==> src/include/hb_protect_pkg.sv <==
package hb_protect_pkg;

	// register addresses on the serial register port
	localparam logic [7:0] ADDR_PROT_CTRL = 8'h2E;
	localparam logic [7:0] ADDR_STA_LOW = 8'h2F;
	localparam logic [7:0] ADDR_STA_HIGH = 8'h3F;

	// field positions in the protection control register
	localparam int BIT_OCP_LEVEL = 7;
	localparam int BIT_OVP_LEVEL = 6;
	localparam int BIT_DCH_LEVEL = 5;
	localparam int BIT_TDEAD_SRC = 4;
	localparam int BIT_FAST_B12 = 3;
	localparam int BIT_FAST_B11 = 2;
	localparam int BIT_FAST_B10 = 1;
	localparam int BIT_FAST_B9 = 0;

	// trim field loaded from one-time memory, bits 7..4
	localparam int TRIM_LSB = 4;
	localparam int TRIM_WIDTH = 4;

	// bridge counts per status register
	localparam int STA_LOW_WIDTH = 8;
	localparam int STA_HIGH_WIDTH = 4;
	localparam int BRIDGE_COUNT = 12;

	// reset values
	localparam logic [7:0] PROT_CTRL_RESET = 8'h10;
	localparam logic [7:0] STA_RESET = 8'h00;
	localparam logic [3:0] STA_HIGH_RSVD = 4'h0;
	localparam logic [7:0] UNMAPPED_READ = 8'h00;

	// life phase: one cycle of trim loading after reset, then run
	typedef enum logic [1:0] {
		PH_TRIM_LOAD = 2'h0,
		PH_RUN = 2'h1
	} phase_t;

endpackage

==> src/sticky_flag_bank.sv <==
`timescale 1ns/10ps

module sticky_flag_bank #(
	parameter int WIDTH = 8
) (
	input wire logic ref_clk,
	input wire logic rst,
	input wire logic [WIDTH-1:0] set_event,
	output logic [WIDTH-1:0] flags
);

	typedef struct packed {
		logic [WIDTH-1:0] flags;
	} bank_state_t;

	bank_state_t state;
	bank_state_t next_state;

	// flags only rise; nothing but reset lowers them
	always_comb begin
		next_state = state;
		next_state.flags = state.flags | set_event;
	end

	always_ff @(posedge ref_clk) begin
		if (rst) begin
			state.flags <= '0;
		end else begin
			state <= next_state;
		end
	end

	assign flags = state.flags;
endmodule

==> src/hb_protect_regs.sv <==
`timescale 1ns/10ps

module hb_protect_regs (
	input wire logic ref_clk,
	input wire logic rst,
	input wire logic [3:0] otp_trim,
	input wire logic [7:0] reg_addr,
	input wire logic [7:0] reg_wdata,
	input wire logic reg_wr,
	input wire logic reg_rd,
	input wire logic [11:0] hs_timeout_event,
	output logic [7:0] reg_rdata,
	output logic reg_rvalid,
	output logic overcurrent_level_select,
	output logic overvoltage_level_select,
	output logic discharge_strength_select,
	output logic deadtime_feedback_select,
	output logic bridge12_offdiag_fast_charge,
	output logic bridge11_offdiag_fast_charge,
	output logic bridge10_offdiag_fast_charge,
	output logic bridge9_offdiag_fast_charge,
	output logic [11:0] drive_timeout_flags
);

	typedef struct packed {
		hb_protect_pkg::phase_t phase;
		logic [7:0] prot_ctrl;
		logic [7:0] rdata;
		logic rvalid;
	} regs_state_t;

	regs_state_t state;
	regs_state_t next_state;
	logic [7:0] flags_low;
	logic [3:0] flags_high;
	logic [7:0] sta_high_word;
	logic ctrl_write;

	// timeout flags, one sticky bank per status register
	sticky_flag_bank #(
		.WIDTH(hb_protect_pkg::STA_LOW_WIDTH)
	) u_flags_low (
		.ref_clk(ref_clk),
		.rst(rst),
		.set_event(hs_timeout_event[7:0]),
		.flags(flags_low)
	);

	sticky_flag_bank #(
		.WIDTH(hb_protect_pkg::STA_HIGH_WIDTH)
	) u_flags_high (
		.ref_clk(ref_clk),
		.rst(rst),
		.set_event(hs_timeout_event[11:8]),
		.flags(flags_high)
	);

	// reserved nibble is forced, so no flop stands behind it
	assign sta_high_word = {hb_protect_pkg::STA_HIGH_RSVD, flags_high};

	// writes are refused during the trim load cycle so the trim wins
	assign ctrl_write = reg_wr && (reg_addr == hb_protect_pkg::ADDR_PROT_CTRL)
		&& (state.phase == hb_protect_pkg::PH_RUN);

	// next state: trim load, control write, read capture
	always_comb begin
		next_state = state;
		next_state.rvalid = reg_rd;
		case (state.phase)
			hb_protect_pkg::PH_TRIM_LOAD: begin
				next_state.prot_ctrl[hb_protect_pkg::TRIM_LSB +:
					hb_protect_pkg::TRIM_WIDTH] = otp_trim;
				next_state.phase = hb_protect_pkg::PH_RUN;
			end
			hb_protect_pkg::PH_RUN: begin
				if (ctrl_write) begin
					next_state.prot_ctrl = reg_wdata;
				end
			end
			default: begin
				next_state.phase = hb_protect_pkg::PH_TRIM_LOAD;
			end
		endcase
		// status addresses take no write path at all
		if (reg_rd) begin
			case (reg_addr)
				hb_protect_pkg::ADDR_PROT_CTRL: begin
					next_state.rdata = state.prot_ctrl;
				end
				hb_protect_pkg::ADDR_STA_LOW: begin
					next_state.rdata = flags_low;
				end
				hb_protect_pkg::ADDR_STA_HIGH: begin
					next_state.rdata = sta_high_word;
				end
				default: begin
					next_state.rdata = hb_protect_pkg::UNMAPPED_READ;
				end
			endcase
		end
	end

	// synchronous reset; trim pins are sampled one cycle later, not here
	always_ff @(posedge ref_clk) begin
		if (rst) begin
			state.phase <= hb_protect_pkg::PH_TRIM_LOAD;
			state.prot_ctrl <= hb_protect_pkg::PROT_CTRL_RESET;
			state.rdata <= hb_protect_pkg::STA_RESET;
			state.rvalid <= 1'b0;
		end else begin
			state <= next_state;
		end
	end

	// every output below is a flop of the state or of a flag bank
	assign reg_rdata = state.rdata;
	assign reg_rvalid = state.rvalid;
	assign overcurrent_level_select =
		state.prot_ctrl[hb_protect_pkg::BIT_OCP_LEVEL];
	assign overvoltage_level_select =
		state.prot_ctrl[hb_protect_pkg::BIT_OVP_LEVEL];
	assign discharge_strength_select =
		state.prot_ctrl[hb_protect_pkg::BIT_DCH_LEVEL];
	assign deadtime_feedback_select =
		state.prot_ctrl[hb_protect_pkg::BIT_TDEAD_SRC];
	assign bridge12_offdiag_fast_charge =
		state.prot_ctrl[hb_protect_pkg::BIT_FAST_B12];
	assign bridge11_offdiag_fast_charge =
		state.prot_ctrl[hb_protect_pkg::BIT_FAST_B11];
	assign bridge10_offdiag_fast_charge =
		state.prot_ctrl[hb_protect_pkg::BIT_FAST_B10];
	assign bridge9_offdiag_fast_charge =
		state.prot_ctrl[hb_protect_pkg::BIT_FAST_B9];
	assign drive_timeout_flags = {flags_high, flags_low};
endmodule

==> config.mk <==
export PLATFORM = sky130hd
export DESIGN_NAME = hb_protect_regs
export DESIGN_NICKNAME = d
export VERILOG_FILES = /design/src/include/hb_protect_pkg.sv /design/src/sticky_flag_bank.sv /design/src/hb_protect_regs.sv
export SDC_FILE = /design/constraint.sdc
export NUM_CORES = 1
export LEC_CHECK = 0
export ABC_CLOCK_PERIOD_IN_PS = 1100
export BUFFER_PORTS_ARGS = -buffer_cell sky130_fd_sc_hd__buf_2
export CORE_MARGIN = 8
export CORE_UTILIZATION = 44
export DETAILED_ROUTE_END_ITERATION = 10
export HOLD_SLACK_MARGIN = 0.1
export PLACE_DENSITY_LB_ADDON = 0.08
export SKIP_CTS_REPAIR_TIMING = 1
export SLEW_MARGIN = 40
export SYNTH_ARGS = -nofsm -noshare
export SYNTH_HDL_FRONTEND = slang
export SYNTH_SLANG_ARGS = --single-unit
==> constraint.sdc <==
create_clock -name ref_clk -period 1.1 [get_ports ref_clk]
set_input_delay 0.055 -clock ref_clk [delete_from_list [all_inputs] [get_ports ref_clk]]
set_output_delay 0.055 -clock ref_clk [all_outputs]
set_load 0.02 [all_outputs]
==> Word level (Yosys, flattened, before mapping) <==
Index checks and enable logic that the tools add are counted.
{ "op_classes": {"n_eq_ne": 5, "n_mux": 4, "bitwise": 2, "reduce_logical": 6} }
{ "op_table": {"columns": ["operator", "count"], "rows": [
  ["equality test 8 x 6 -> 1 bit, second input constant", 3],
  ["one-hot mux 8 bit (3 select lines)", 1],
  ["two-way mux 8 bit", 1],
  ["bitwise OR 8 bit", 1],
  ["one-hot mux 4 bit (2 select lines)", 1],
  ["bitwise OR 4 bit", 1],
  ["one-hot mux 2 bit (2 select lines)", 1],
  ["AND reduction 2 bit", 2],
  ["equality test 2 x 1 -> 1 bit, second input constant", 1],
  ["logical AND 1 bit", 2],
  ["logical NOT 2 bit", 1],
  ["!= test 2 bit, second input constant", 1],
  ["nonzero test 2 bit", 1]
]} }
{ "totals": {"reg_bits": 31, "in_bits": 36, "out_inout_bits": 29, "word_cells": 24} }

==> Logic depth before layout (Yosys ltp) <==
Gate-level depths: netlist of the first run.
{ "depth": {"ltp_word": 5, "mapped_depth": 6, "mapped_depth_nobuf": 4} }

==> Modules after synthesis <==
Synthesis of the first run repeated with hierarchy kept, for this count alone.
{ "unflattened": {"cells_unflattened": 131, "area_unflattened_um2": 1285.0} }
{ "by_module_without_submodules": {"columns": ["module", "n_inst", "cells_per_inst", "area_per_inst_um2", "seq_area_each_um2"], "rows": [
  ["hb_protect_regs", 1, 107, 924.6, 360.3],
  ["sticky_flag_bank (u_flags_low)", 1, 16, 240.2, 160.2],
  ["sticky_flag_bank (u_flags_high)", 1, 8, 120.1, 80.1]
]} }

==> Worst setup path before layout of the first run <==
OpenSTA, ideal clock, no wires.
{ "synth_timing": {"path_kind": "register to register", "startpoint": "register u_flags_high.flags[3] (netlist name)", "endpoint": "register state, in the netlist reg_rdata[3]", "setup_ps": 131, "arrival_ps": 981, "required_time_ps": 969, "path_slack_ps": -12, "stages_incl_launch_ff": 4, "n_path_buf": 0, "period_less_slack_ps": 1112, "cell_sequence": "dfxtp_1 > mux2_2 > a222oi_1 > nor3_1"} }
{ "synth_via": {"elab_chain_cells": 1} }
{ "synth_rtl": {"columns": ["item", "line", "rtl"], "rows": [
  ["one-hot mux 8 bit (3 select lines)", "hb_protect_regs.sv:86", "case (reg_addr)"],
  ["end signal: assignment", "hb_protect_regs.sv:111", "state <= next_state;"],
  ["end: declaration", "hb_protect_regs.sv:32", "regs_state_t state;"]
]} }
No other way between the ends.
A chain may end at the register's enable or synchronous reset.

==> Final worst setup path of the first run <==
{ "layout_timing": {"startpoint": "register u_flags_low.flags[3] (netlist name)", "endpoint": "register state, in the netlist reg_rdata[3]"} }
{ "layout_via": {"elab_chain_cells": 1} }
{ "layout_rtl": {"columns": ["item", "line"], "rows": [
  ["one-hot mux 8 bit (3 select lines)", "hb_protect_regs.sv:86"]
]} }
No other way between the ends.

==> results of run 1 <==
[metal layers]
layer	track usage	routed length, um	up-vias
li1	-	-	651
met1	0.1561	1621	620
met2	0.2418	1969	45
met3	0.07010	301	4
met4	0.03417	47	0
met5	0	0	-
[power by group through the flow]
stage          clock (mW)  combinational (mW)  sequential, mW
3_5_place_dp            0               0.323            1.19
2_1_floorplan           0               0.126            1.24
6_report            0.703               0.405            1.17
4_1_cts             0.712               0.324            1.17
5_1_grt             0.764               0.441            1.17
3_3_place_gp            0               0.317            1.19
[cells in the mapped netlist (all sizes together)]
master / count / area share
a211oi: 3 / 0.018
a21oi: 9 / 0.036
a222oi: 4 / 0.032
a31o: 3 / 0.021
and2: 1 / 0.0050
and3: 1 / 0.0050
and4bb: 1 / 0.010
buf: 11 / 0.070
clkbuf: 5 / 0.015
dfxtp: 30 / 0.48
inv: 4 / 0.012
mux2: 4 / 0.036
mux2i: 7 / 0.056
nand2: 5 / 0.015
nand2b: 1 / 0.0050
nand3: 5 / 0.020
nand4: 2 / 0.010
nor2: 29 / 0.087
nor3: 8 / 0.032
nor3b: 1 / 0.015
o2111a: 1 / 0.0090
o31ai: 1 / 0.0060
o32ai: 1 / 0.0070
[worst paths after layout]
kind,slack [ns],end,start
worst max register to register,0.007,reg_rdata[3],u_flags_low.flags[3]
worst min-delay path,0.05,reg_rvalid,reg_rd
worst max-delay path,0.007,reg_rdata[3],u_flags_low.flags[3]
worst min register to register,0.47,u_flags_low.flags[1],u_flags_low.flags[1]
[cell families after synthesis]
group | Yosys count
AO/OA/AOI/OAI | 22
buffers and inverters | 20
flip-flops | 30
multiplexers | 11
AND/OR/NAND/NOR | 54
[worst max-delay path: cells and delay by family, from the launching register on]
kind | cells | cell delay (ns)
AOI/OAI and AO/OA | 1 | 0.29
and+or+nand+nor | 1 | 0.09
DFF | 1 | 0.33
muxes | 1 | 0.26
[cell type report]
type / instances / area [sq um]
clock inverter: 2 / 12.51
tap: 31 / 38.79
sequential: 30 / 610.6
timing repair buffer: 99 / 658.1
inverter: 4 / 15.01
clock buffer: 6 / 51.30
multi-input combinational: 87 / 535.5
fill: 226 / 812.0
==> results.md, run 1 <==
* Remaining Overflow, GRT at 0
* CTS sink cnt at 30
* Setup TNS at 0 ns
* Final setup viols at 0
* Mux share of post-synthesis cell area at 0.09182
* Synthesized flop and latch total at 30
* Via density at 5.097
* CP Class: register to register
* Clock buffer count from CTS at 5
* Adder-cell area share of the yosys netlist at 0
* Min-Delay Path Depth at 3
* Tot GR Track Use at 0.1432
* Worst setup margin at between 0.007 and 0.008 ns
* Rel. slew slack at 0.7720
* R2R depth at 3
* Initial antenna violation count at 0
* Worst-Margin Slew at 0.3416 ns
* Placed cell area at 0.001588 sq mm
* Max stage delay cell, worst path: dfxtp_2
* Outcome: finished, final reports clean
* Power Density at 1184 mW/mm^2
* Post-Synth XOR/XNOR Area at 0
* HP Class: input port to register
* Post-synthesis compound-gate area fraction at 0.1287
* Max IR drop VDD at 0.001117 V
* Clock buffer depth at 2
* Startpoint class of the critical path: register
* Largest net degree at the start of global routing at 19
* Syn Nets at approximately 170
* Hold Slack at ~0.047 ns
* Drt wl/cell at 15.21 um
* Via Count at about 1300
* Max Fclk at 915.2 MHz
* Gpl congestion at around 0.83
* Sequential power share at 0.513
* Fin. max-slew vios at 0
* Required @ worst endpoint at about 1.3 ns
* Period utilization at 0.9933
* Dpl cells at 224
* Vias in the first global route at ~1300
* Clock Power Share at 0.309
* Synth Area in Simple Gates at 0.2036
* Leakage at 0.9113 nW
* Final hold violation count at 0
* Hpwl dp at between 2000 and 3000 um
* Final #Nets at roughly 260
* Clk root buf: clkbuf_4
* Die area at 0.004814 sq mm
* Most frequent cells in the layout: 64 x buf_2, 29 x nor2_1, 25 x dlygate4sd3_1, 22 x dfxtp_1
* # DRC at 0
* Die width at 69.38 um
* Design Power at between 2 and 2.5 mW
* Core Region at ~0.0027 sq mm
* Port buffer count at 64
* IO Pins at 65
* Critical path peak fanout at 2
* Final Instance Area at ~0.0019 sq mm
* Chip Height at approximately 70 um
* First DRT Iteration DRCs at 87
* Switching power at slightly above 0.6 mW
* Clk slew on worst S/H paths at 0.10 ns
* Layout Skew at approximately 0.0092 ns
* Mapped Area at 0.001254 sq mm
* Most common cell after layout, fill and taps aside: buf_2
* Largest family of logic cells by synthesized area: simple AND/OR/NAND/NOR gates
* Initial core utilization at 0.4586
* Net Sw Frac at 0.2740
* Netlist cell types at 25
* Post-layout min period at 1.093 ns
* CTS tree: done
* Comb pwr share at 0.178
* Crit path cell chain: mux2_4 -> a222oi_1 -> nor3_1
* Antenna Nets Post-Route at 0
* H-tree levels at 2
* CP endpoint kind: register
* Yosys warns at 0
* Max-Cap Viols at 0
* Arrival time at the worst endpoint at 1.30 ns
* Internal Dissipation at 1.651 mW
* Register area share after synthesis at 0.4790
* First-pass iteration count of the detailed router at 4
* Worst-Skew Late Latency at 0.32 ns
* Pre-CTS setup slack at -0.09701 ns
* Final cell count without fillers at ~260
* Synth Instances at 137
* Layout cells sized above 1 at 0.4342
* Total wire length at 3940 um
* Ant. Diodes at 0
* First-pass GRT wire length at 5816 um
* Syn_area_per_cell at 9.151 sq um
* Utilization after layout at 0.7030
* Synthesis-to-layout area growth at 53.29%
* Site Rows at 19
* Unrepaired setup endpoints after global routing: yes
* CP max stage delay at between 0.3 and 0.4 ns
Note: power is estimated with default switching activity, not from simulation.
==> inputs of run 2 (changes only) <==
- BUFFER_PORTS_ARGS: -buffer_cell sky130_fd_sc_hd__buf_2 -> -buffer_cell sky130_fd_sc_hd__buf_4
- CTS_CLUSTER_DIAMETER: default -> 60
==> results.md, run 2 (synthesized netlist as in run 1, its figures left out) <==
* Critical path peak fanout at 3 (was 2)
* Gpl congestion at 0.8321 (was 0.8332)
* Initial core utilization at 0.4586 (unchanged)
* Final Instance Area at 0.002095 sq mm (was 0.001922 sq mm)
* Clock buffer depth at 2 (unchanged)
* First-pass iteration count of the detailed router at 6 (was 4)
* Largest net degree at the start of global routing at 18 (was 19)
* Area of the multi-input gates at 539.3 sq um (was 535.5 sq um)
* First DRT Iteration DRCs at 68 (was 87)
* Layout cells sized above 1 at 0.4329 (was 0.4342)
* Max Fclk at 935.1 MHz (was 915.2 MHz)
* Hpwl dp at 2745 um (was 2744 um)
* Site Rows at 19 (unchanged)
* Layout Skew at 0.008085 ns (was 0.009209 ns)
* Outcome: finished, final reports clean (unchanged)
* Remaining Overflow, GRT at 0 (unchanged)
* Hold Path Sink: deadtime_feedback_select (was reg_rvalid)
* Worst-Margin Slew at 0.3528 ns (was 0.3416 ns)
* CP endpoint kind: register (unchanged)
* Synthesis-to-layout area growth at 67.07% (was 53.29%)
* Initial antenna violation count at 0 (unchanged)
* Rel. slew slack at 0.7645 (was 0.7720)
* R2R Path End: reg_rdata[1] (was reg_rdata[3])
* Startpoint class of the critical path: register (unchanged)
* Arrival time at the worst endpoint at 1.28 ns (was 1.30 ns)
* Final setup viols at 0 (unchanged)
* Clock buffer count from CTS at 5 (unchanged)
* Vias in the first global route at 1282 (was 1308)
* Leakage at 0.9660 nW (was 0.9113 nW)
* Max IR drop VDD at 0.001195 V (was 0.001117 V)
* Via density at 5.115 (was 5.097)
* Antenna Nets Post-Route at 0 (unchanged)
* Most common cell after layout, fill and taps aside: buf_4 (was buf_2)
* Unrepaired setup endpoints after global routing: yes (unchanged)
* # DRC at 0 (unchanged)
* Required @ worst endpoint at 1.31 ns (was 1.30 ns)
* Power Density at 1105 mW/mm^2 (was 1184 mW/mm^2)
* Core Region at 0.002734 sq mm (unchanged)
* Register area at 610.6 sq um (unchanged)
* CTS sink cnt at 30 (unchanged)
* Clk root buf: clkbuf_4 (unchanged)
* Via Count at 1340 (was 1320)
* Period utilization at 0.9722 (was 0.9933)
* Most frequent cells in the layout: 76 x buf_4, 29 x nor2_1, 26 x dlygate4sd3_1, 22 x dfxtp_1, 9 x a21oi_1 (was 64 x buf_2, 29 x nor2_1, 25 x dlygate4sd3_1, 22 x dfxtp_1)
* CTS tree: done (unchanged)
* R2R setup slack at 0.03 ns (was 0.007 ns)
* Clk slew on worst S/H paths at 0.09 ns (was 0.10 ns)
* CP Class: register to register (unchanged)
* Chip Height at 69.38 um (unchanged)
* Hold Startpoint: rst (was reg_rd)
* Worst-Skew Late Latency at 0.32 ns (about the same)
* Layout fillers at 202 (was 226)
* Port buffer count at 64 (unchanged)
* First-pass GRT wire length at 5823 um (was 5816 um)
* Fin. max-slew vios at 0 (unchanged)
* Drt wl/cell at 15.22 um (was 15.21 um)
* Design Power at 2.315 mW (was 2.275 mW)
* IO Pins at 65 (unchanged)
* Post-layout min period at 1.069 ns (was 1.093 ns)
* HP Class: input port to register (unchanged)
* R2R depth at 3 (unchanged)
* Max-Cap Viols at 0 (unchanged)
* Total wire length at 3988 um (was 3940 um)
* R2r startpoint: u_flags_high.flags[1] (was u_flags_low.flags[3])
* Final #Nets at 266 (was 263)
* Ant. Diodes at 0 (unchanged)
* H-tree levels at 2 (unchanged)
* Placed cell area at 0.001728 sq mm (was 0.001588 sq mm)
* Die width at 69.38 um (unchanged)
* Min-Delay Path Depth at 3 (unchanged)
* Final hold violation count at 0 (unchanged)
* Tot GR Track Use at 0.1463 (was 0.1432)
* Hold Slack at 0.08103 ns (was 0.04745 ns)
* Die area at 0.004814 sq mm (unchanged)
* Setup TNS at 0 ns (unchanged)
## run 2: changes by cell type in the layout (fill, tap and decap cells not counted)
| cell | delta |
|---|---|
| buf_12 | -1 |
| buf_2 | -64 |
| buf_4 | +67 |
| clkbuf_1 | +1 |
| clkinvlp_4 | -1 |
| dlygate4sd3_1 | +1 |
| mux2_2 | -1 |
| mux2_4 | +1 |
## run 2: worst max-delay path by stage
| stage | start | endpoint | slack (ns) | cells past startpoint |
|---|---|---|---|---|
| CTS | u_flags_high.flags[1] | reg_rdata[1] | 0.006 | 3 |
| finish | u_flags_high.flags[1] | reg_rdata[1] | 0.03 | 3 |
| detailed placement | reg_addr[6] | discharge_strength_select | -0.10 | 6 |
| global route | u_flags_low.flags[0] | reg_rdata[0] | -0.03 | 3 |
| floorplan | u_flags_low.flags[3] | reg_rdata[3] | -0.01 | 3 |
| global placement | reg_addr[6] | overcurrent_level_select | -0.07 | 6 |
## run 2: layout make-up
class / count / area share
multi-input combinational: 87 / 0.2575
timing repair buffer: 102 / 0.3967
inverter: 4 / 0.007168
sequential: 30 / 0.2915
clock inverter: 1 / 0.002389
tap: 31 / 0.01852
clock buffer: 7 / 0.02628
## run 2: metal layers
metal / vias up / share of wire / global-route usage
li1: 662 / - / -
met1: 623 / 0.40 / 0.1542
met2: 46 / 0.52 / 0.2439
met3: 9 / 0.060 / 0.06438
met4: 0 / 0.018 / 0.06834
met5: - / 0 / 0
## run 2: worst max-delay path: stages, from the launching register on
cell      delay (ns)
dfxtp_2         0.33
mux2_2          0.26
a222oi_1        0.30
nor3_1          0.07
## run 2: per-stage QoR
stage / worst slack [ns] / util / cells
2_1_floorplan: -0.01007 / - / 137
3_3_place_gp: -0.06921 / 0.6320 / 223
3_5_place_dp: -0.1037 / 0.6320 / 223
4_1_cts: 0.006460 / 0.6540 / 231
5_1_grt: -0.02941 / 0.7661 / 262
6_report: 0.03056 / 0.7661 / 262
## run 2: where the power goes
part	total (mW)	switching [mW]	internal [mW]
combinational	0.484	0.207	0.277
clock	0.664	0.355	0.309
sequential	1.17	0.0314	1.14
==> inputs of run 3 (changes only) <==
- ABC_AREA: default -> 1
- CORE_UTILIZATION: 44 -> 45
==> results.md, run 3 <==
* Largest area contributor in the netlist: dfxtp_1 (unchanged)
* CP Class: input port to register (was register to register)
* Hpwl dp at 2808 um (was 2745 um)
* Unrepaired setup endpoints after global routing: no (was yes)
* Antenna Nets Post-Route at 0 (unchanged)
* Synth top area cells: dfxtp_1 45%, nor2_1 12%, nand2_1 9.6% (was dfxtp_1 48%, nor2_1 8.7%, mux2i_1 5.6%)
* Syn_area_per_cell at 7.528 sq um (was 9.151 sq um)
* CP endpoint kind: register (unchanged)
* Period utilization at 0.9298 (was 0.9722)
* Sequential power share at 0.541 (was 0.504)
* Min-Delay Path Depth at 5 (was 3)
* Arrival time at the worst endpoint at 1.24 ns (was 1.28 ns)
* Remaining Overflow, GRT at 0 (unchanged)
* Syn Nets at 213 (was 173)
* Internal Dissipation at 1.599 mW (was 1.721 mW)
* Synth Instances at 177 (was 137)
* First-pass iteration count of the detailed router at 4 (was 6)
* Layout Skew at 0.004869 ns (was 0.008085 ns)
* Final cell count without fillers at 293 (was 262)
* Layout fillers at 228 (was 202)
* Top-count cell post-synth: nor2_1 (was dfxtp_1)
* Switching power at 0.5665 mW (was 0.5936 mW)
* Worst-Margin Slew at 0.2869 ns (was 0.3528 ns)
* Synthesis-to-layout area growth at 56.53% (was 67.07%)
* Yosys warns at 0 (unchanged)
* Gpl congestion at 0.7978 (was 0.8321)
* Clk slew on worst S/H paths at 0.08 ns (was 0.09 ns)
* First DRT Iteration DRCs at 71 (was 68)
* Initial core utilization at 0.4791 (was 0.4586)
* Leakage at 0.9966 nW (was 0.9660 nW)
* Worst-Skew Late Latency at 0.32 ns (about the same)
* Dpl cells at 262 (was 223)
* Die area at 0.004958 sq mm (was 0.004814 sq mm)
* Final hold violation count at 0 (unchanged)
* Site Rows at 19 (unchanged)
* Share of the synthesized area in the top cell type at 0.4507 (was 0.4790)
* Rel. slew slack at 0.8087 (was 0.7645)
* Most frequent cells after synthesis: 41 x nor2_1, 34 x nand2_1, 30 x dfxtp_1 (was 30 x dfxtp_1, 29 x nor2_1, 9 x a21oi_1)
* Required @ worst endpoint at 1.32 ns (was 1.31 ns)
* Layout cells sized above 1 at 0.3448 (was 0.4329)
* Drt wl/cell at 13.42 um (was 15.22 um)
* Mapped Area at 0.001333 sq mm (was 0.001254 sq mm)
* Post-layout min period at 1.023 ns (was 1.069 ns)
* Post-synth EDFFs at 0 (unchanged)
* HP Class: input port to register (unchanged)
* Total wire length at 3932 um (was 3988 um)
* Comb pwr share at 0.195 (was 0.209)
* Hold Startpoint: otp_trim[3] (was rst)
* R2r startpoint: state[17] (was u_flags_high.flags[1])
* Startpoint class of the critical path: input port (was register)
* Clock buffer count from CTS at 5 (unchanged)
* Max Fclk at 977.7 MHz (was 935.1 MHz)
* Hold Path Sink: overcurrent_level_select (was deadtime_feedback_select)
* # DRC at 0 (unchanged)
* Most common cell after layout, fill and taps aside: buf_4 (unchanged)
* Netlist cell types at 20 (was 25)
* Tot GR Track Use at 0.1405 (was 0.1463)
* CTS tree: done (unchanged)
* Final setup viols at 0 (unchanged)
* R2R depth at 5 (was 3)
* Port buffer count at 64 (unchanged)
* Clock Power Share at 0.264 (was 0.287)
* Final #Nets at 297 (was 266)
* Main synth FF type: dfxtp_1 (unchanged)
* Net Sw Frac at 0.2616 (was 0.2564)
* Largest net degree at the start of global routing at 25 (was 18)
* Via density at 4.768 (was 5.115)
* Fin. max-slew vios at 0 (unchanged)
* Clk root buf: clkbuf_4 (unchanged)
* Max IR drop VDD at 0.001057 V (was 0.001195 V)
* Critical path peak fanout at 24 (was 3)
* CTS sink cnt at 30 (unchanged)
* Core Region at 0.002781 sq mm (was 0.002734 sq mm)
* Share of flip-flops with an asynchronous set or reset at 0 (unchanged)
* Setup TNS at 0 ns (unchanged)
* R2R setup slack at 0.19 ns (was 0.03 ns)
* Chip Height at 70.42 um (was 69.38 um)
* Max-Cap Viols at 0 (unchanged)
* Vias in the first global route at 1338 (was 1282)
* First-pass GRT wire length at 5802 um (was 5823 um)
* Via Count at 1397 (was 1340)
* Clock buffer depth at 2 (unchanged)
* Outcome: finished, final reports clean (unchanged)
* Synthesized flop and latch total at 30 (unchanged)
* IO Pins at 65 (unchanged)
* Register area share after synthesis at 0.4507 (was 0.4790)
* H-tree levels at 2 (unchanged)
* Most frequent cells in the layout: 65 x buf_4, 41 x nor2_1, 34 x nand2_1, 29 x dfxtp_1, 25 x nand3_1 (was 76 x buf_4, 29 x nor2_1, 26 x dlygate4sd3_1, 22 x dfxtp_1, 9 x a21oi_1)
* Crit path launch: rst (was u_flags_high.flags[1])
* R2R Path End: overcurrent_level_select (was reg_rdata[1])
* Power Density at 1038 mW/mm^2 (was 1105 mW/mm^2)
* Initial antenna violation count at 1 (was 0)
* Die width at 70.42 um (was 69.38 um)
## run 3: changes by cell type in the layout (fill, tap and decap cells not counted), moves of 4 or more
cell      previous run  this run
dfxtp_1             22        29
dfxtp_2              8         1
nor2_1              29        41
a222oi_1             4         0
nor3_1               8         0
mux2i_1              7         0
nand2_1              5        34
a21oi_1              9         3
a21oi_2              0         6
o21ai_0              0         6
buf_4               76        65
nand3_1              5        25
## run 3: power by group through the flow
| stage | Clock [mW] | Combinational, mW | Sequential [mW] |
|---|---|---|---|
| after CTS | 0.594 | 0.358 | 1.17 |
| after floorplan | 0 | 0.109 | 1.24 |
| after detailed placement | 0 | 0.357 | 1.20 |
| after global routing | 0.646 | 0.455 | 1.18 |
| after global placement | 0 | 0.349 | 1.20 |
| final | 0.572 | 0.422 | 1.17 |
## run 3: area by class of cell
class | instances | area [sq um] | area share
antenna | 1 | 2.502 | 0.001200
timing repair buffer | 90 | 758.2 | 0.3635
clock buffer | 7 | 45.04 | 0.02160
sequential | 30 | 601.8 | 0.2885
inverter | 10 | 37.54 | 0.01800
multi-input combinational | 124 | 601.8 | 0.2885
tap | 31 | 38.79 | 0.01860
## run 3: per-layer routing
metal	track usage	wire [um]	vias to the layer above
met5	0	0	-
met4	0.05357	79	0
met3	0.04944	236	9
met2	0.2414	2086	42
met1	0.1535	1529	617
li1	-	-	729
## run 3: cells by family (layout without fill, tap and decap cells)
logic type | Yosys count | count (layout) | share of synthesized area
compound gates | 15 | 15 | 0.07324
buf+inv | 23 | 107 | 0.09765
flops | 30 | 30 | 0.4507
other cells | 0 | 1 | 0
simple gates | 109 | 109 | 0.3784
## run 3: stage by stage
| step | instance area (sq um) | hold slack [ns] | setup slack, ns | total power, mW | utilization |
|---|---|---|---|---|---|
| 6_report | 2086 | 0.07063 | 0.07719 | 2.165 | 0.7499 |
| 3_5_place_dp | 1807 | 0.2703 | 0.03826 | 1.554 | 0.6496 |
| 5_1_grt | 2086 | 0.1022 | 0.04678 | 2.278 | 0.7499 |
| 2_1_floorplan | 1333 | 0.1174 | 0.2288 | 1.349 | - |
| 3_3_place_gp | 1807 | 0.2567 | 0.1131 | 1.546 | 0.6496 |
| 4_1_cts | 1852 | -0.07449 | 0.09148 | 2.123 | 0.6658 |
## run 3: critical path: stages
cell           delay (ns)
dlygate4sd3_1        0.53
buf_4                0.29
inv_1                0.18
o21ai_0              0.13
nor2_1               0.06
## run 3: worst max-delay path by stage
stage	cells past startpoint	to	slack (ns)
floorplan	8	overcurrent_level_select	0.23
global placement	9	reg_rdata[5]	0.11
CTS	5	overcurrent_level_select	0.09
finish	5	overcurrent_level_select	0.08
detailed placement	9	overcurrent_level_select	0.04
global route	5	overcurrent_level_select	0.05
